===== src/hdl/axi_hs_pkg.sv =====
/*
 Shared constants and types for the subordinate channel handshake block.
 Assumes a single 50 MHz clock; no registers reachable by software.
*/
package axi_hs_pkg;
    localparam int ID_W_DEF      = 4;
    localparam int ADDR_W_DEF    = 32;
    localparam int DATA_W_DEF    = 32;
    localparam int LEN_W         = 8;
    localparam int CNT_W         = 4;
    localparam logic [1:0] RESP_OKAY = 2'h0;
    // storage depth of the small memory; outstanding bursts are limited by the CNT_W counter
    localparam int MEM_WORDS_DEF = 16;

    typedef enum logic [2:0] {
        RD_IDLE = 3'b001,
        RD_BEAT = 3'b010,
        RD_HOLD = 3'b100
    } rd_state_t;
endpackage


===== src/hdl/hs_counter.sv =====
/*
 Up/down occupancy counter used to track accepted but unanswered work.
 Assumes increment and decrement are single-cycle pulses in the i_clk domain.
*/
`timescale 1ns/100ps
module hs_counter #(
    parameter int W = 4
) (
    input  wire logic         i_clk,   // system clock
    input  wire logic         i_srst,  // synchronous reset, active high
    input  wire logic         i_inc,   // add one
    input  wire logic         i_dec,   // take one
    output logic [W-1:0]      o_count, // current count
    output logic              o_full,  // count at maximum
    output logic              o_zero   // count is zero
);
    typedef struct packed {
        logic [W-1:0] cnt;
    } cnt_state_t;

    cnt_state_t st_ff;
    cnt_state_t nxt_st;

    always_comb begin
        nxt_st = st_ff;
        if (i_inc && !i_dec) begin
            nxt_st.cnt = st_ff.cnt + W'(1);
        end else if (i_dec && !i_inc) begin
            nxt_st.cnt = st_ff.cnt - W'(1);
        end
    end

    always_ff @(posedge i_clk) begin
        if (i_srst) begin
            st_ff <= '0;
        end else begin
            st_ff <= nxt_st;
        end
    end

    assign o_count = st_ff.cnt;
    assign o_full  = &st_ff.cnt;
    assign o_zero  = (st_ff.cnt == '0);
endmodule // hs_counter


===== src/hdl/axi_sub_handshake.sv =====
/*
 Subordinate end of a five-channel valid/ready memory port: accepts write
 addresses and data in any order, answers writes after the last beat, and
 returns read bursts only for accepted read addresses.
 Assumes the requester keeps its own handshake duties; one clock, sync reset.
*/
`timescale 1ns/100ps
// Summary of operation
// RULE1: data moves only on an edge where valid and ready are both high
// RULE2: every output comes straight from a flip-flop, no input-to-output paths; o_bresp and o_rresp are tied to RESP_OKAY
// RULE3: a sender raises valid without waiting for ready
// RULE4: once raised, valid stays high until the handshake edge
// RULE5: payload stays unchanged while valid waits for ready
// RULE6: a receiver may wait for valid before raising ready, or raise it early
// RULE7: ready raised early may drop again before valid appears
// RULE8: five independent valid/ready pairs, one per channel
// RULE9: requester holds write-address valid until accepted
// RULE10: write-address ready idles high; when high any address is taken
// RULE11: requester holds write-data valid until accepted
// RULE12: write-data ready idles high only if a beat is always taken at once
// RULE13: requester marks the final write beat with last
// RULE14: response valid held with a valid response until response ready
// RULE15: requester may idle response ready high only if always able
// RULE16: requester holds read-address valid until accepted
// RULE17: read-address ready idles high; when high any address is taken
// RULE18: read valid only with real data for an accepted request, held till ready
// RULE19: requester may idle read ready high only if always able
// RULE20: read last marks the final beat of each read burst only
// RULE21: write response only after the last write beat is transferred
// RULE22: read data only after its read address is transferred
// RULE23: write data may come before or with its address
// RULE24: requester holds its valids low in reset
// RULE25: read valid and response valid are low during reset
// RULE26: inputs sampled on the rising edge, outputs change after it
// RULE27: no read valid before the read address handshake
// RULE28: count accepted addresses and bursts so only real work is answered
module axi_sub_handshake
    import axi_hs_pkg::*;
#(
    parameter int ID_W      = axi_hs_pkg::ID_W_DEF,
    parameter int ADDR_W    = axi_hs_pkg::ADDR_W_DEF,
    parameter int DATA_W    = axi_hs_pkg::DATA_W_DEF,
    parameter int MEM_WORDS = axi_hs_pkg::MEM_WORDS_DEF
) (
    input  wire logic                      i_clk,     // 50 MHz clock
    input  wire logic                      i_srst,    // sync reset, active high
    input  wire logic [ID_W-1:0]           i_awid,    // write id
    input  wire logic [ADDR_W-1:0]         i_awaddr,  // write address
    input  wire logic [axi_hs_pkg::LEN_W-1:0] i_awlen, // write beats minus one
    input  wire logic                      i_awvalid, // write address valid
    output logic                           o_awready, // write address ready
    input  wire logic [DATA_W-1:0]         i_wdata,   // write data
    input  wire logic [DATA_W/8-1:0]       i_wstrb,   // write byte strobes
    input  wire logic                      i_wlast,   // final write beat
    input  wire logic                      i_wvalid,  // write data valid
    output logic                           o_wready,  // write data ready
    output logic [ID_W-1:0]                o_bid,     // response id
    output logic [1:0]                     o_bresp,   // response code
    output logic                           o_bvalid,  // response valid
    input  wire logic                      i_bready,  // response ready
    input  wire logic [ID_W-1:0]           i_arid,    // read id
    input  wire logic [ADDR_W-1:0]         i_araddr,  // read address
    input  wire logic [axi_hs_pkg::LEN_W-1:0] i_arlen, // read beats minus one
    input  wire logic                      i_arvalid, // read address valid
    output logic                           o_arready, // read address ready
    output logic [ID_W-1:0]                o_rid,     // read id
    output logic [DATA_W-1:0]              o_rdata,   // read data
    output logic [1:0]                     o_rresp,   // read response
    output logic                           o_rlast,   // final read beat
    output logic                           o_rvalid,  // read data valid
    input  wire logic                      i_rready   // read data ready
);
    localparam int AW = $clog2(MEM_WORDS);

    // write addresses and data are decoupled by a one-entry address hold and
    // a one-beat data buffer; a burst's beats land at its address + beat index
    typedef struct packed {
        logic                 awready;
        logic                 wready;
        logic                 aw_held;
        logic [ID_W-1:0]      aw_id;
        logic [AW-1:0]        aw_ptr;
        logic                 wbuf_v;
        logic [DATA_W-1:0]    wbuf_d;
        logic [DATA_W/8-1:0]  wbuf_s;
        logic                 wbuf_last;
        logic                 bvalid;
        logic [ID_W-1:0]      bid;
        logic                 arready;
        rd_state_t            rd;
        logic [ID_W-1:0]      rid;
        logic [AW-1:0]        rptr;
        logic [LEN_W-1:0]     rleft;
        logic                 rvalid;
        logic                 rlast;
        logic [DATA_W-1:0]    rdata;
    } sub_state_t;

    sub_state_t              st_ff;
    sub_state_t              nxt_st;
    logic [DATA_W-1:0]       mem_ff [MEM_WORDS];
    logic                    aw_fire;
    logic                    w_fire;
    logic                    b_fire;
    logic                    ar_fire;
    logic                    r_fire;
    logic                    commit;
    logic                    burst_done;
    logic                    burst_full;
    logic [CNT_W-1:0]        open_bursts;

    assign aw_fire = i_awvalid && st_ff.awready;  // RULE1
    assign w_fire  = i_wvalid && st_ff.wready;    // RULE1
    assign b_fire  = st_ff.bvalid && i_bready;    // RULE1
    assign ar_fire = i_arvalid && st_ff.arready;  // RULE1
    assign r_fire  = st_ff.rvalid && i_rready;    // RULE1
    // a buffered beat commits once its burst address is known
    assign commit     = st_ff.wbuf_v && st_ff.aw_held;  // RULE23
    assign burst_done = commit && st_ff.wbuf_last;      // RULE21

    // bursts whose data finished but whose response is not yet taken
    hs_counter #(
        .W(CNT_W)
    ) u_bcount (
        .i_clk   (i_clk),
        .i_srst  (i_srst),
        .i_inc   (burst_done),
        .i_dec   (b_fire),
        .o_count (open_bursts),
        .o_full  (burst_full),
        .o_zero  ()
    ); // RULE28

    always_comb begin
        nxt_st = st_ff;
        // address acceptance; ready idles high while the hold is free and the burst count is not full
        if (aw_fire) begin
            nxt_st.aw_held = 1'b1;  // RULE10
            nxt_st.aw_id   = i_awid;
            nxt_st.aw_ptr  = i_awaddr[AW+1:2];
        end
        if (burst_done) begin
            nxt_st.aw_held = 1'b0;  // RULE28
        end
        if (commit) begin
            nxt_st.aw_ptr = st_ff.aw_ptr + AW'(1);
            nxt_st.wbuf_v = 1'b0;
        end
        // data beats may arrive before the address; one beat is parked
        if (w_fire) begin
            nxt_st.wbuf_v    = 1'b1;  // RULE23
            nxt_st.wbuf_d    = i_wdata;
            nxt_st.wbuf_s    = i_wstrb;
            nxt_st.wbuf_last = i_wlast;  // RULE13
        end
        nxt_st.awready = !nxt_st.aw_held && !burst_full;  // RULE10 RULE7
        nxt_st.wready  = !nxt_st.wbuf_v;                  // RULE12 RULE6
        // response path: raised from state, never from i_bready
        if (b_fire) begin
            nxt_st.bvalid = 1'b0;  // RULE14
        end
        if (!nxt_st.bvalid && (open_bursts != '0) && !b_fire) begin
            nxt_st.bvalid = 1'b1;  // RULE21 RULE3
        end
        if (burst_done && !st_ff.bvalid) begin
            nxt_st.bid = st_ff.aw_id;
        end
        // read path
        case (st_ff.rd)
            RD_IDLE: begin
                nxt_st.arready = 1'b1;  // RULE17
                if (ar_fire) begin
                    nxt_st.arready = 1'b0;
                    nxt_st.rid     = i_arid;
                    nxt_st.rptr    = i_araddr[AW+1:2];
                    nxt_st.rleft   = i_arlen;
                    nxt_st.rd      = RD_BEAT;  // RULE22 RULE27
                end
            end
            RD_BEAT: begin
                nxt_st.rvalid = 1'b1;  // RULE18
                nxt_st.rdata  = mem_ff[st_ff.rptr];
                nxt_st.rlast  = (st_ff.rleft == '0);  // RULE20
                nxt_st.rd     = RD_HOLD;
            end
            RD_HOLD: begin
                if (r_fire) begin  // RULE4 RULE5
                    nxt_st.rvalid = 1'b0;
                    nxt_st.rlast  = 1'b0;
                    if (st_ff.rlast) begin
                        nxt_st.arready = 1'b1;
                        nxt_st.rd      = RD_IDLE;
                    end else begin
                        nxt_st.rptr  = st_ff.rptr + AW'(1);
                        nxt_st.rleft = st_ff.rleft - LEN_W'(1);
                        nxt_st.rd    = RD_BEAT;
                    end
                end
            end
            default: begin
                nxt_st.rd = RD_IDLE;
            end
        endcase
    end

    always_ff @(posedge i_clk) begin  // RULE26
        if (i_srst) begin
            st_ff         <= '0;  // RULE25
            st_ff.awready <= 1'b1;
            st_ff.wready  <= 1'b1;
            st_ff.arready <= 1'b1;
            st_ff.rd      <= RD_IDLE;
        end else begin
            st_ff <= nxt_st;
        end
    end

    // byte-lane writes of committed beats
    always_ff @(posedge i_clk) begin
        if (commit) begin
            for (int b = 0; b < DATA_W / 8; b++) begin
                if (st_ff.wbuf_s[b]) begin
                    mem_ff[st_ff.aw_ptr][b*8 +: 8] <= st_ff.wbuf_d[b*8 +: 8];
                end
            end
        end
    end

    // outputs are flip-flop copies or constants; nothing combinational reaches a port
    assign o_awready = st_ff.awready;  // RULE2 RULE8
    assign o_wready  = st_ff.wready;   // RULE2
    assign o_bid     = st_ff.bid;
    assign o_bresp   = RESP_OKAY;
    assign o_bvalid  = st_ff.bvalid;   // RULE2
    assign o_arready = st_ff.arready;  // RULE2
    assign o_rid     = st_ff.rid;
    assign o_rdata   = st_ff.rdata;
    assign o_rresp   = RESP_OKAY;
    assign o_rlast   = st_ff.rlast;
    assign o_rvalid  = st_ff.rvalid;   // RULE2
endmodule // axi_sub_handshake


===== config.mk =====
export PLATFORM = sky130hd
export DESIGN_NAME = axi_sub_handshake
export DESIGN_NICKNAME = d
export VERILOG_FILES = /design/src/hdl/axi_hs_pkg.sv /design/src/hdl/hs_counter.sv /design/src/hdl/axi_sub_handshake.sv
export SDC_FILE = /design/constraint.sdc
export NUM_CORES = 1
export LEC_CHECK = 0
export BUFFER_PORTS_ARGS = -buffer_cell sky130_fd_sc_hd__buf_2
export CAP_MARGIN = 20
export CORE_AREA = 2 2 199 201
export CTS_BUF_LIST = sky130_fd_sc_hd__clkbuf_16
export DETAILED_ROUTE_END_ITERATION = 8
export DIE_AREA = 0 0 201 203
export GPL_ROUTABILITY_DRIVEN = 0
export HOLD_SLACK_MARGIN = 0.12
export MAX_ROUTING_LAYER = met4
export PLACE_DENSITY = 0.87
export SETUP_SLACK_MARGIN = 0.15
export SYNTH_ARGS = -nofsm -noshare
export SYNTH_HDL_FRONTEND = slang
export SYNTH_SLANG_ARGS = --single-unit
export TNS_END_PERCENT = 50

===== constraint.sdc =====
create_clock -name i_clk -period 3.3 [get_ports i_clk]
set_clock_uncertainty 0.2 [all_clocks]
set_input_delay 0.66 -clock i_clk [delete_from_list [all_inputs] [get_ports i_clk]]
set_output_delay 0.66 -clock i_clk [all_outputs]
set_load 0.02 [all_outputs]

Word level (Yosys, flattened, before mapping)
Memory sizes are Yosys's and may differ from the RTL's. A register that Yosys moved wholly into a read port is not among the register bits.
Index checks and enable logic that the tools add are counted.

storage, ports and cells
  input bits = 132
  word-level logic and storage cells = 94
  output and inout port bits = 50
  bits in writable memories = 512
  flip-flop bits (word level) = 80
  memories = 1

memories
  memory  words  width  read ports  clocked after Yosys merged registers in  write ports  line                      source
  mem_ff  16     32     1           1                                        1            axi_sub_handshake.sv:101  logic [DATA_W-1:0] mem_ff [MEM_WORDS];

operators by class
  add/subtract/negate cells = 5
  eq/ne operators = 7
  reductions and logical operators = 32
  muxes and demuxes = 30

operators with widths
  operator                                          number
  2-to-1 mux 38 bit                                 1
  one-hot mux 12 bit (2 select lines)               1
  2-to-1 mux 20 bit                                 1
  2-to-1 mux 1 bit                                  16
  2-to-1 mux 14 bit                                 1
  logical AND 1 bit                                 13
  adder 4 x 1 -> 4 bit, second input constant       3
  2-to-1 mux 12 bit                                 1
  2-to-1 mux 4 bit                                  3
  2-to-1 mux 9 bit                                  1
  one-hot mux 3 bit (3 select lines)                1
  zero test 8 bit                                   1
  != test 2 bit, second input constant              4
  AND reduction 4 bit                               2
  nonzero test 2 bit                                4
  subtractor 8 x 1 -> 8 bit, second input constant  1
  zero test 1 bit                                   7
  AND reduction 2 bit                               3
  2-to-1 mux 5 bit                                  1
  one-hot mux 2 bit (2 select lines)                1
  nonzero test 4 bit                                1
  subtractor 4 x 1 -> 4 bit, second input constant  1
  == test 3 x 1 -> 1 bit, second input constant     1
  == test 3 x 2 -> 1 bit, second input constant     1
  other kinds (4)                                   4

Depth between registers and ports, before layout
Gate-level depths: netlist (run 1).

  depth in word-level cells = 6
  depth in mapped cells = 8
  gate-level depth less buffers = 8

Cells and area by module
From an unflattened synthesis (run 1), not the netlist that was laid out.

second synthesis, totals
  cell total of the unflattened synthesis = 1419
  area, all modules = 24400.9 um2

by module, submodules not included
  module             cells each  area each (um2)  seq. area each (um2)  times used
  axi_sub_handshake  1390        24140.7          17536.8               1
  hs_counter         29          260.2            80.1                  1

Worst setup path before layout (run 1)
Ideal clock, no wire load.

  kind = input to register
  start = in i_bready
  end = reg u_bcount.st_ff (netlist bit u_bcount.o_count[3])
  setup time = 0.121 ns
  buffers on the path = 0
  setup slack = 0.875 ns
  required time = 2.979 ns
  stages = 8
  data arrival time = 2.105 ns
  cells stage by stage = nand2_1 > ha_1 > inv_1 > ha_1 > a21o_1 > a21oi_1 > mux2i_1 > mux2_2

between the ends
  cells in the longest elaborated chain, start to end = 4
  elaborated cells on any way between the ends = 6
  those cells by class = 1 x mux; 5 x reduce/logical

RTL lines
  what                                                    line                      source
  start, declared                                         axi_sub_handshake.sv:60   input wire logic i_bready,
  logical AND 1 bit (*)                                   axi_sub_handshake.sv:114  assign b_fire = st_ff.bvalid && i_bready;
  zero test 1 bit                                         hs_counter.sv:26          if (i_inc && !i_dec) begin
  logical AND 1 bit                                       hs_counter.sv:26
  2-to-1 mux 4 bit or nonzero test 2 bit (tied branches)  --
  end signal, assigned                                    hs_counter.sv:37          st_ff <= nxt_st;
  end, declared                                           hs_counter.sv:21          cnt_state_t st_ff;

Every way passes the cells marked *; elsewhere a longest branch is shown, timed or not.
A chain may end at the register's enable or synchronous reset.

Final worst setup path (run 1)
  start = reg st_ff[105] (netlist bit)
  end = mem mem_ff[10][3] (netlist bit), enable pin

between the ends
  cells in the longest elaborated chain, start to end = 3

RTL lines
  what                                    line                      source
  start, declared                         axi_sub_handshake.sv:99   sub_state_t st_ff;
  start signal, assigned                  axi_sub_handshake.sv:214  st_ff <= nxt_st;
  logical AND 1 bit                       axi_sub_handshake.sv:118  assign commit = st_ff.wbuf_v && st_ff.aw_held;
  2-to-1 mux 1 bit                        axi_sub_handshake.sv:220  if (commit) begin
  2-to-1 mux 1 bit (not written as such)  axi_sub_handshake.sv:223  mem_ff[st_ff.aw_ptr][b*8 +: 8] <= st_ff.wbuf_d[b*8 +: 8];
  end, declared                           axi_sub_handshake.sv:101

Every way passes these cells.

==> run_results.csv, run 1 <==
group,metric,value,unit
run_status,status,"complete, no violations",
pwr,finalPower,16.0,mW
pwr,sw_frac_of_total,21.9,%
layout,final_common_cell,"edfxtp_1",
floorplanning,start_util,63.4,%
placed_design,hpwl,32500,microns
clock_network,htree_levels,2,
logic_synthesis,synthCells,1414,
pwr,p_leak,10.1,nW
placed_design,port_buffers,113,
route,wl_per_cell,26.2,microns
floorplanning,design.die.area,40800,sq um
layout,final_cell_area,27800,sq um
route,drtIter0Drc,1617,
global_route,antenna_found_initial,0,
setup_path,cp_top_family,"simple AND/OR/NAND/NOR gates",
global_route,grt_max_degree,95,
layout,most-common-layout-cells,"edfxtp_1, nor2_1, mux4_2",
pwr,switchingPower,3.50,mW
floorplanning,io_pins,182,
logic_synthesis,mappedNetlistArea,24400,sq um
logic_synthesis,synth_edf_count,512,
route,routed_wl,56600,microns
clock_network,cts_made_buffers,58,
clock_network,clock_path_buffers,3,
layout,fin_nets,1734,
setup_path,worst-path-max-fanout,16,
timing,max_freq,0.365,GHz
clock_network,cts_tree,"yes",
pwr,p_int,12.5,mW
logic_synthesis,synthFlopType,"edfxtp_1",
setup_path,end_kind,"register",
clock_network,insertion_delay,0.62,ns
route,vias,13800,
setup_path,start_kind,"register",
global_route,grt_pass1_vias,14200,
global_route,grt-ovfl-total,0,
worst_hold_path,hp-class,"in -> reg",
timing,setup_viol,0,
layout,area_delta_synth_final,13.9,%
route,antenna_left,0,
logic_synthesis,synth-async-reset-ratio,0,%
clock_network,path_clk_slew,0.06,ns
layout,drive_gt1_share,25.5,%
clock_network,cts_setup_buffers,0,
placed_design,dp_cells,2004,
timing,min_period,2.74,ns
logic_synthesis,avgSynthCellArea,17.3,sq um
logic_synthesis,yosys.cell_types.count,59,
route,drc_errors,0,
timing,slew_headroom,26.9,%
timing,whs,0.153,ns
timing,timing.setup.tns,0,ns
setup_path,critPathMaxStageDelay,0.96,ns
pwr,vdd_drop_max,0.000474,V
timing,tightest_slew,1.09,ns
pwr,pwr-share-clk,39.2,%
route,first_pass_iters,5,
setup_path,crit_slowest_cell,"nor2_1",
timing,rsz0062_at_grt,"no",
placed_design,dpl_cell_area,25600,sq um
pwr,power_frac_comb,5.8,%
layout,num_antenna_cells,0,
logic_synthesis,synth_warnings,0,
logic_synthesis,synth_seq_area_share,72.2,%
timing,setup_ws,0.558,ns
floorplanning,die_y,203,microns
pwr,power_density,575,nW/um^2
placed_design,preCtsSetupSlack,0.632,ns
timing,drv_slew,0,
route,viasPerCell,6.39,
floorplanning,fp-row-count,72,
setup_path,critPathRequiredTime,3.33,ns
setup_path,arrival,2.77,ns
global_route,grt.total_usage,29.0,%
layout,final_util,72.2,%
job,cap_violations,0,
layout,stdcell_count,2159,
timing,post-route-period-util,83.1,%
global_route,grt_pass1_wl,84400,microns
floorplanning,die-width,201,microns
layout,fillers,2159,
floorplanning,core-area,38500,sq um
clock_network,cts_resized,0,
setup_path,cp.buffers_inverters,0,
timing,finalHoldViolCount,0,
setup_path,cp_cell_sequence,"and2_1, nand2_1, nor2_1",
setup_path,critPathKind,"reg -> reg",
logic_synthesis,ys_ff_latch,624,
clock_network,clockRootBuffer,"clkbuf_16",
clock_network,cts_sinks,624,
pwr,seq_power_share,55.0,%
==> state kept, by name, indices dropped and copies added (netlist names) <==
| signal | count |
|---|---|
| mem_ff | 512 |
| st_ff | 62 |
| o_rid | 4 |
| o_wready | 1 |
| o_rdata | 32 |
| o_arready | 1 |
| u_bcount.o_count | 4 |
| o_rvalid | 1 |
| o_rlast | 1 |
| o_bvalid | 1 |
| o_awready | 1 |
| o_bid | 4 |
==> synth_stat cells, drive strengths merged (2+ instances only) <==
cell type,number,area share (%)
a21oi,54,1.1
a211oi,4,0.12
buf,85,2.4
nor4,4,0.13
a31oi,7,0.18
mux2i,43,1.8
nand3,13,0.27
nor2b,2,0.051
a221oi,4,0.14
nand2,111,1.7
ha,9,0.46
inv,13,0.20
o311ai,4,0.14
or4b,2,0.082
edfxtp,512,63
clkbuf,41,0.63
a211o,32,1.1
nor3,6,0.14
nand2b,7,0.21
and2,5,0.13
mux4,128,12
nor3b,4,0.14
or4,2,0.062
o21ai,6,0.12
a311oi,3,0.11
mux2,2,0.092
nor2,134,2.1
a22o,31,1.1
dfxtp,112,9.2
and3,5,0.13
xnor2,2,0.072
a311o,2,0.082
o31ai,7,0.22
==> worst paths after layout <==
kind / startpoint / cells after the start / end / slack (ns)
setup reg to reg: st_ff[105]$_SDFF_PP0_ / 3 / mem_ff[10][3]$_DFFE_PP_ / 0.56
hold / removal: i_awaddr[2] / 3 / st_ff[97]$_SDFFE_PP0P_ / 0.15
setup / recovery: st_ff[105]$_SDFF_PP0_ / 3 / mem_ff[10][3]$_DFFE_PP_ / 0.56
hold reg to reg: o_rdata[27]$_SDFFE_PP0P_ / 1 / o_rdata[27]$_SDFFE_PP0P_ / 0.26
==> routing by layer <==
layer	share of wire [%]	track usage, %	vias to the layer above
li1	-	-	5827
met1	35	35.6	6956
met2	51	48.1	849
met3	10	6.45	157
met4	3.5	10.7	0
met5	0	-	-
==> cells by family (layout without fill, tap and decap cells) <==
family,count (synthesis),in the layout,synth area share [%]
other,1,4,0.0154
adder cells (fa/ha/maj),10,10,0.544
XOR/XNOR,3,3,0.108
AO/OA/AOI/OAI,162,162,4.87
AND/OR/NAND/NOR,301,301,5.33
buffers and inverters,140,364,3.25
multiplexers,173,173,13.7
flip-flops,624,624,72.2
==> final cells by class <==
| cell class | instances | area, sq um | area share (%) |
|---|---|---|---|
| clock buffers | 59 | 1480 | 5.31 |
| clock inverters | 50 | 297 | 1.07 |
| flip-flops and latches | 624 | 17600 | 63.4 |
| inverters | 14 | 52.6 | 0.189 |
| multi-input cells | 653 | 6010 | 21.6 |
| repair buffers | 241 | 1680 | 6.04 |
| well taps | 518 | 648 | 2.33 |
==> power groups by stage <==
stage / Combinational (mW) / Sequential, mW / Clock (mW)
2_1_floorplan: 0.656 / 8.88 / 0
3_3_place_gp: 0.822 / 8.93 / 0
3_5_place_dp: 0.855 / 8.95 / 0
4_1_cts: 0.906 / 8.79 / 6.32
5_1_grt: 0.987 / 8.81 / 6.62
6_report: 0.926 / 8.80 / 6.26
==> tightest hold or removal path: cells and delay by family <==
family | cells | cell delay, ns
buf+inv | 1 | 0.10
compound gates | 1 | 0.07
simple gates | 1 | 0.09
==> what timing repair did <==
action,in CTS,in global routing
endpoints found under the setup margin,0,0
endpoints found under the hold margin,46,0
hold buffers,46,0
Note: power is estimated with default switching activity, not from simulation.
==> run 2, diff against run 1 <==
CORE_AREA = 2 2 216 218   (was 2 2 199 201)
DIE_AREA = 0 0 218 220   (was 0 0 201 203)
PLACE_DENSITY = 0.79   (was 0.87)
clock period = 2.4 ns   (was 3.3 ns; I/O delays follow)
==> run 2 against run 1 <==
Effect of this change: fmax grew 22%; sequential share of layout area shrank 1.8 points; non-clock buffer count grew 35; largest cell class unchanged.
==> run_results.csv, run 2 (synthesis results as in run 1) <==
group,metric,value,unit
setup_path,cp.buffers_inverters,2,
global_route,grt-ovfl-total,0,
timing,setup_viol,0,
setup_path,arrival,2.34,ns
setup_path,start_kind,"register",
pwr,pwr-share-clk,41.3,%
layout,drive_gt1_share,27.1,%
run_status,status,"complete, no violations",
setup_path,cp_top_family,"simple AND/OR/NAND/NOR gates",
clock_network,insertion_delay,0.60,ns
pwr,switchingPower,4.86,mW
route,viasPerCell,5.89,
pwr,power_frac_comb,5.9,%
timing,timing.setup.tns,0,ns
job,cap_violations,0,
pwr,p_leak,10.3,nW
route,first_pass_iters,5,
pwr,vdd_drop_max,0.000614,V
route,drc_errors,0,
setup_path,rr_endpoint,"mem_ff[14][29]$_DFFE_PP_",
clock_network,cts_tree,"yes",
floorplanning,io_pins,182,
clock_network,clockRootBuffer,"clkbuf_16",
setup_path,critPathKind,"reg -> reg",
setup_path,crit_slowest_cell,"nand2_1",
setup_path,cp_cell_sequence,"buf_4, and2_1, nand2_1, nor2_1, buf_4",
route,vias,13400,
placed_design,port_buffers,113,
global_route,grt_pass1_wl,82600,microns
layout,most-common-layout-cells,"edfxtp_1, nor2_1, mux4_2",
clock_network,path_clk_slew,0.06,ns
floorplanning,core-area,45900,sq um
timing,finalHoldViolCount,0,
timing,slew_headroom,55.9,%
setup_path,r2r_slack,0.16,ns
floorplanning,die_y,220,microns
timing,post-route-period-util,93.4,%
worst_hold_path,hp-class,"in -> reg",
timing,max_freq,0.446,GHz
pwr,finalPower,22.9,mW
layout,fin_nets,1770,
timing,tightest_slew,0.660,ns
timing,drv_slew,0,
layout,area_delta_synth_final,17.2,%
route,routed_wl,55100,microns
route,drtIter0Drc,1335,
layout,largest_register_ffs,512,
floorplanning,start_util,53.2,%
setup_path,end_kind,"register",
setup_path,r2r_start,"st_ff[105]$_SDFF_PP0_",
layout,largest-register,"mem_ff",
global_route,grt_pass1_vias,13800,
route,wl_per_cell,24.1,microns
clock_network,cts_made_buffers,59,
pwr,power_density,800,nW/um^2
layout,final_common_cell,"edfxtp_1",
timing,whs,0.154,ns
setup_path,critPathMaxStageDelay,0.42,ns
setup_path,crit_path_frequent_cell,"buf_4",
clock_network,htree_levels,2,
setup_path,worst-path-max-fanout,16,
global_route,grt_max_degree,58,
timing,min_period,2.24,ns
layout,final_util,62.4,%
floorplanning,design.die.area,48000,sq um
pwr,p_int,18.0,mW
worst_hold_path,min_from,"i_arlen[1]",
pwr,seq_power_share,52.8,%
placed_design,hpwl,32800,microns
global_route,grt.total_usage,24.0,%
worst_hold_path,whs_path_depth,4,
floorplanning,die-width,218,microns
clock_network,clock_path_buffers,3,
route,antenna_left,0,
global_route,antenna_found_initial,1,
timing,rsz0062_at_grt,"yes",
setup_path,critPathRequiredTime,2.50,ns
pwr,sw_frac_of_total,21.2,%
worst_hold_path,whs_endpoint,"st_ff[35]$_SDFFE_PP0P_",
clock_network,cts_sinks,624,
floorplanning,fp-row-count,79,
setup_path,rr_worst_depth,5,
==> run 2: changes by cell type in the layout (fill, tap and decap cells not counted), sizes merged <==
cell | previous run | this run
diode | 0 | 1
bufinv | 3 | 10
inv | 31 | 20
clkbuf | 59 | 60
dlygate4sd3 | 46 | 60
buf | 195 | 215
clkinvlp | 1 | 6
==> run 2: area by class of cell <==
class | count | area [sq um]
diodes | 1 | 2.50
clock inverters | 51 | 499
fillers | 3174 | 17300
flip-flops and latches | 624 | 17600
clock buffers | 59 | 1480
repair buffers | 276 | 2150
well taps | 607 | 759
multi-input cells | 653 | 6030
inverters | 14 | 52.6
==> run 2: worst min-delay path: cells and delay by family <==
| family | cells | cell delay (ns) |
|---|---|---|
| simple gates | 1 | 0.08 |
| compound gates | 2 | 0.25 |
| buf+inv | 1 | 0.10 |
==> run 2: stage by stage <==
step,instance area [sq um],worst slack (ns),std cells
3_3_place_gp,25900,0.0247,2107
5_1_grt,28600,0.0893,2285
3_5_place_dp,25900,0.0524,2108
2_1_floorplan,24400,0.162,1417
4_1_cts,28500,0.137,2278
6_report,28600,0.158,2285
==> run 2: power by group through the flow <==
stage,combinational (mW),sequential (mW),clock (mW)
3_5_place_dp,1.22,12.3,0
4_1_cts,1.31,12.1,9.57
5_1_grt,1.45,12.1,9.97
6_report,1.35,12.1,9.45
3_3_place_gp,1.19,12.3,0
2_1_floorplan,0.903,12.2,0
==> run 2: how the worst max path moves through the flow <==
stage                     depth (start not counted)  slack (ns)                    from                               end
after global placement                            9        0.02                i_bready  u_bcount.o_count[3]$_SDFFE_PP0P_
after detailed placement                          9        0.05                i_bready  u_bcount.o_count[3]$_SDFFE_PP0P_
final                                             5        0.16   st_ff[105]$_SDFF_PP0_          mem_ff[14][29]$_DFFE_PP_
after CTS                                         5        0.14  st_ff[42]$_SDFFE_PP0P_           o_rdata[1]$_SDFFE_PP0P_
after floorplan                                   8        0.16                i_bready  u_bcount.o_count[3]$_SDFFE_PP0P_
after global routing                              5        0.09   st_ff[105]$_SDFF_PP0_          mem_ff[13][29]$_DFFE_PP_
==> run 2: per-layer routing <==
metal | share of wire, % | GRT usage (%) | vias to the layer above
met4 | 2.2 | 6.35 | 0
met2 | 51 | 39.5 | 662
met1 | 38 | 30.5 | 6800
met5 | 0 | - | -
li1 | - | - | 5892
met3 | 9.5 | 5.40 | 95
==> run 2: timing repair <==
| item | in CTS | in global routing |
|---|---|---|
| resized for setup | 2 | 3 |
| pin swaps | 0 | 1 |
| hold endpoints to repair | 61 | 0 |
| hold buffers | 60 | 0 |
| gates cloned | 0 | 0 |
| setup endpoints to repair | 2 | 173 |
| buffers inserted | 0 | 6 |
==> run 3, diff against run 2 <==
CORE_AREA = 2 2 236 238   (was 2 2 216 218)
DIE_AREA = 0 0 238 240   (was 0 0 218 220)
PLACE_DENSITY = 0.69   (was 0.79)
==> run 3 against run 2 <==
Effect of this change: register-to-register slack got worse by 0.05 ns; sequential cell count unchanged; critical path depth unchanged; utilization decreased by 10 points; sequential power about the same; cell count increased by 4.6%; die area increased by 19%; via count decreased by 2.0%; non-clock buffer count increased by 3; wire length decreased by 3.4%; combinational power about the same; sequential share of layout area increased by 0.070 points; largest cell class unchanged; largest power group unchanged.
==> run_results.csv, run 3 (synthesis results as in run 1) <==
group,metric,value,unit
worst_hold_path,whs_path_depth,4,
pwr,finalPower,22.2,mW
setup_path,rr_endpoint,"mem_ff[13][12]$_DFFE_PP_",
clock_network,cts_tree,"yes",
timing,slew_headroom,54.0,%
setup_path,end_kind,"register",
placed_design,port_buffers,113,
timing,tightest_slew,0.690,ns
floorplanning,die-width,238,microns
floorplanning,design.die.area,57100,sq um
layout,final_util,52.3,%
global_route,grt_max_degree,60,
layout,most-common-layout-cells,"edfxtp_1, nor2_1, mux4_2",
clock_network,cts_made_buffers,60,
clock_network,insertion_delay,0.62,ns
setup_path,crit_path_frequent_cell,"buf_4",
route,vias,13200,
layout,area_delta_synth_final,17.1,%
placed_design,preCtsSetupSlack,-0.0130,ns
layout,fillers,4303,
clock_network,htree_levels,2,
layout,fin_nets,1774,
timing,max_freq,0.437,GHz
pwr,vdd_drop_max,0.000650,V
setup_path,critPathKind,"reg -> reg",
clock_network,clock_path_buffers,3,
setup_path,cp.buffers_inverters,2,
global_route,grt.total_usage,19.5,%
placed_design,dpl_cell_area,26000,sq um
timing,min_period,2.29,ns
floorplanning,start_util,44.6,%
layout,final_cell_area,28600,sq um
worst_hold_path,whs_endpoint,"st_ff[41]$_SDFFE_PP0P_",
timing,setup_viol,0,
clock_network,cts_sinks,624,
worst_hold_path,hp-class,"in -> reg",
setup_path,cp_top_family,"simple AND/OR/NAND/NOR gates",
floorplanning,die_y,240,microns
route,antenna_left,0,
route,routed_wl,53200,microns
floorplanning,io_pins,182,
setup_path,r2r_slack,0.11,ns
timing,drv_slew,0,
setup_path,worst-path-max-fanout,16,
setup_path,path_depth,5,
route,wl_per_cell,22.3,microns
layout,final_common_cell,"edfxtp_1",
route,drtIter0Drc,1146,
route,first_pass_iters,6,
clock_network,clockRootBuffer,"clkbuf_16",
route,viasPerCell,5.51,
global_route,grt_pass1_vias,13600,
run_status,status,"complete, no violations",
placed_design,hpwl,32800,microns
pwr,p_leak,10.4,nW
layout,largest_register_ffs,512,
global_route,antenna_found_initial,2,
floorplanning,core-area,54700,sq um
setup_path,arrival,2.39,ns
worst_hold_path,min_from,"i_arlen[7]",
setup_path,rr_worst_depth,5,
setup_path,cp_cell_sequence,"buf_4, and2_1, nand2_1, nor2_1, buf_4",
timing,post-route-period-util,95.4,%
floorplanning,fp-row-count,86,
global_route,grt_pass1_wl,80800,microns
route,drc_errors,0,
setup_path,critPathRequiredTime,2.50,ns
pwr,power_density,776,nW/um^2
job,cap_violations,0,
global_route,grt-ovfl-total,0,
timing,finalHoldViolCount,0,
setup_path,critPathMaxStageDelay,0.41,ns
timing,whs,0.159,ns
layout,drive_gt1_share,26.6,%
timing,setup_ws,0.110,ns
clock_network,path_clk_slew,0.06,ns
setup_path,start_kind,"register",
layout,largest-register,"mem_ff",
setup_path,r2r_start,"st_ff[105]$_SDFF_PP0_",
timing,rsz0062_at_grt,"yes",
setup_path,crit_slowest_cell,"and2_1",
==> run 3: cell types whose count changed in the layout (fill, tap and decap cells not counted), sizes merged <==
cell / before / now
inv: 20 / 35
bufinv: 10 / 3
dlygate4sd3: 60 / 65
clkinv: 29 / 26
clkinvlp: 6 / 3
buf: 215 / 214
clkbuf: 60 / 61
==> run 3: per-stage QoR <==
stage	std cells	setup TNS, ns
6_report	2389	0
5_1_grt	2389	0
4_1_cts	2388	0
3_5_place_dp	2203	-0.0130
3_3_place_gp	2203	-0.0440
2_1_floorplan	1417	0
==> run 3: per-layer routing <==
metal	part of all wire, %	GRT usage [%]	up-vias
li1	-	-	5925
met1	42	25.7	6709
met2	48	30.6	466
met3	8.2	4.40	74
met4	2.0	5.51	0
met5	0	-	-
==> run 3: worst max-delay path by stage <==
stage | slack [ns] | from | endpoint
after floorplan | 0.16 | i_bready | u_bcount.o_count[3]$_SDFFE_PP0P_
after global placement | -0.04 | i_bready | u_bcount.o_count[3]$_SDFFE_PP0P_
after detailed placement | -0.01 | i_bready | u_bcount.o_count[3]$_SDFFE_PP0P_
after CTS | 0.12 | st_ff[96]$_SDFF_PP0_ | u_bcount.o_count[3]$_SDFFE_PP0P_
after global routing | 0.04 | st_ff[96]$_SDFF_PP0_ | u_bcount.o_count[3]$_SDFFE_PP0P_
final | 0.11 | st_ff[105]$_SDFF_PP0_ | mem_ff[13][12]$_DFFE_PP_
==> run 3: area by class of cell <==
class | count | area [sq um] | area share [%]
antenna | 1 | 2.50 | 0.00876
clock buffer | 61 | 1530 | 5.34
clock inverter | 53 | 310 | 1.09
inverter | 14 | 52.6 | 0.184
multi-input combinational | 653 | 6020 | 21.1
sequential | 624 | 17600 | 61.7
tap | 704 | 881 | 3.08
timing repair buffer | 279 | 2140 | 7.49
==> run 3: where the power goes <==
group | switching [mW] | internal, mW | leakage (nW)
Clock | 3.86 | 4.90 | 0.980
Combinational | 0.677 | 0.643 | 3.37
Sequential | 0.243 | 11.8 | 6.00
==> run 3: timing repair <==
action,CTS,global route
setup buffers,6,0
cloned,0,0
gates resized for setup,2,4
hold buffers,65,0
pin swaps,0,0
setup endpoints to repair,22,406
endpoints found under the hold margin,63,0
==> run 3: worst register-to-register path: cells and delay by family, from the launching register on <==
family,cells,cell delay [ns]
flops,1,0.34
buf+inv,2,0.38
simple gates,3,1.04
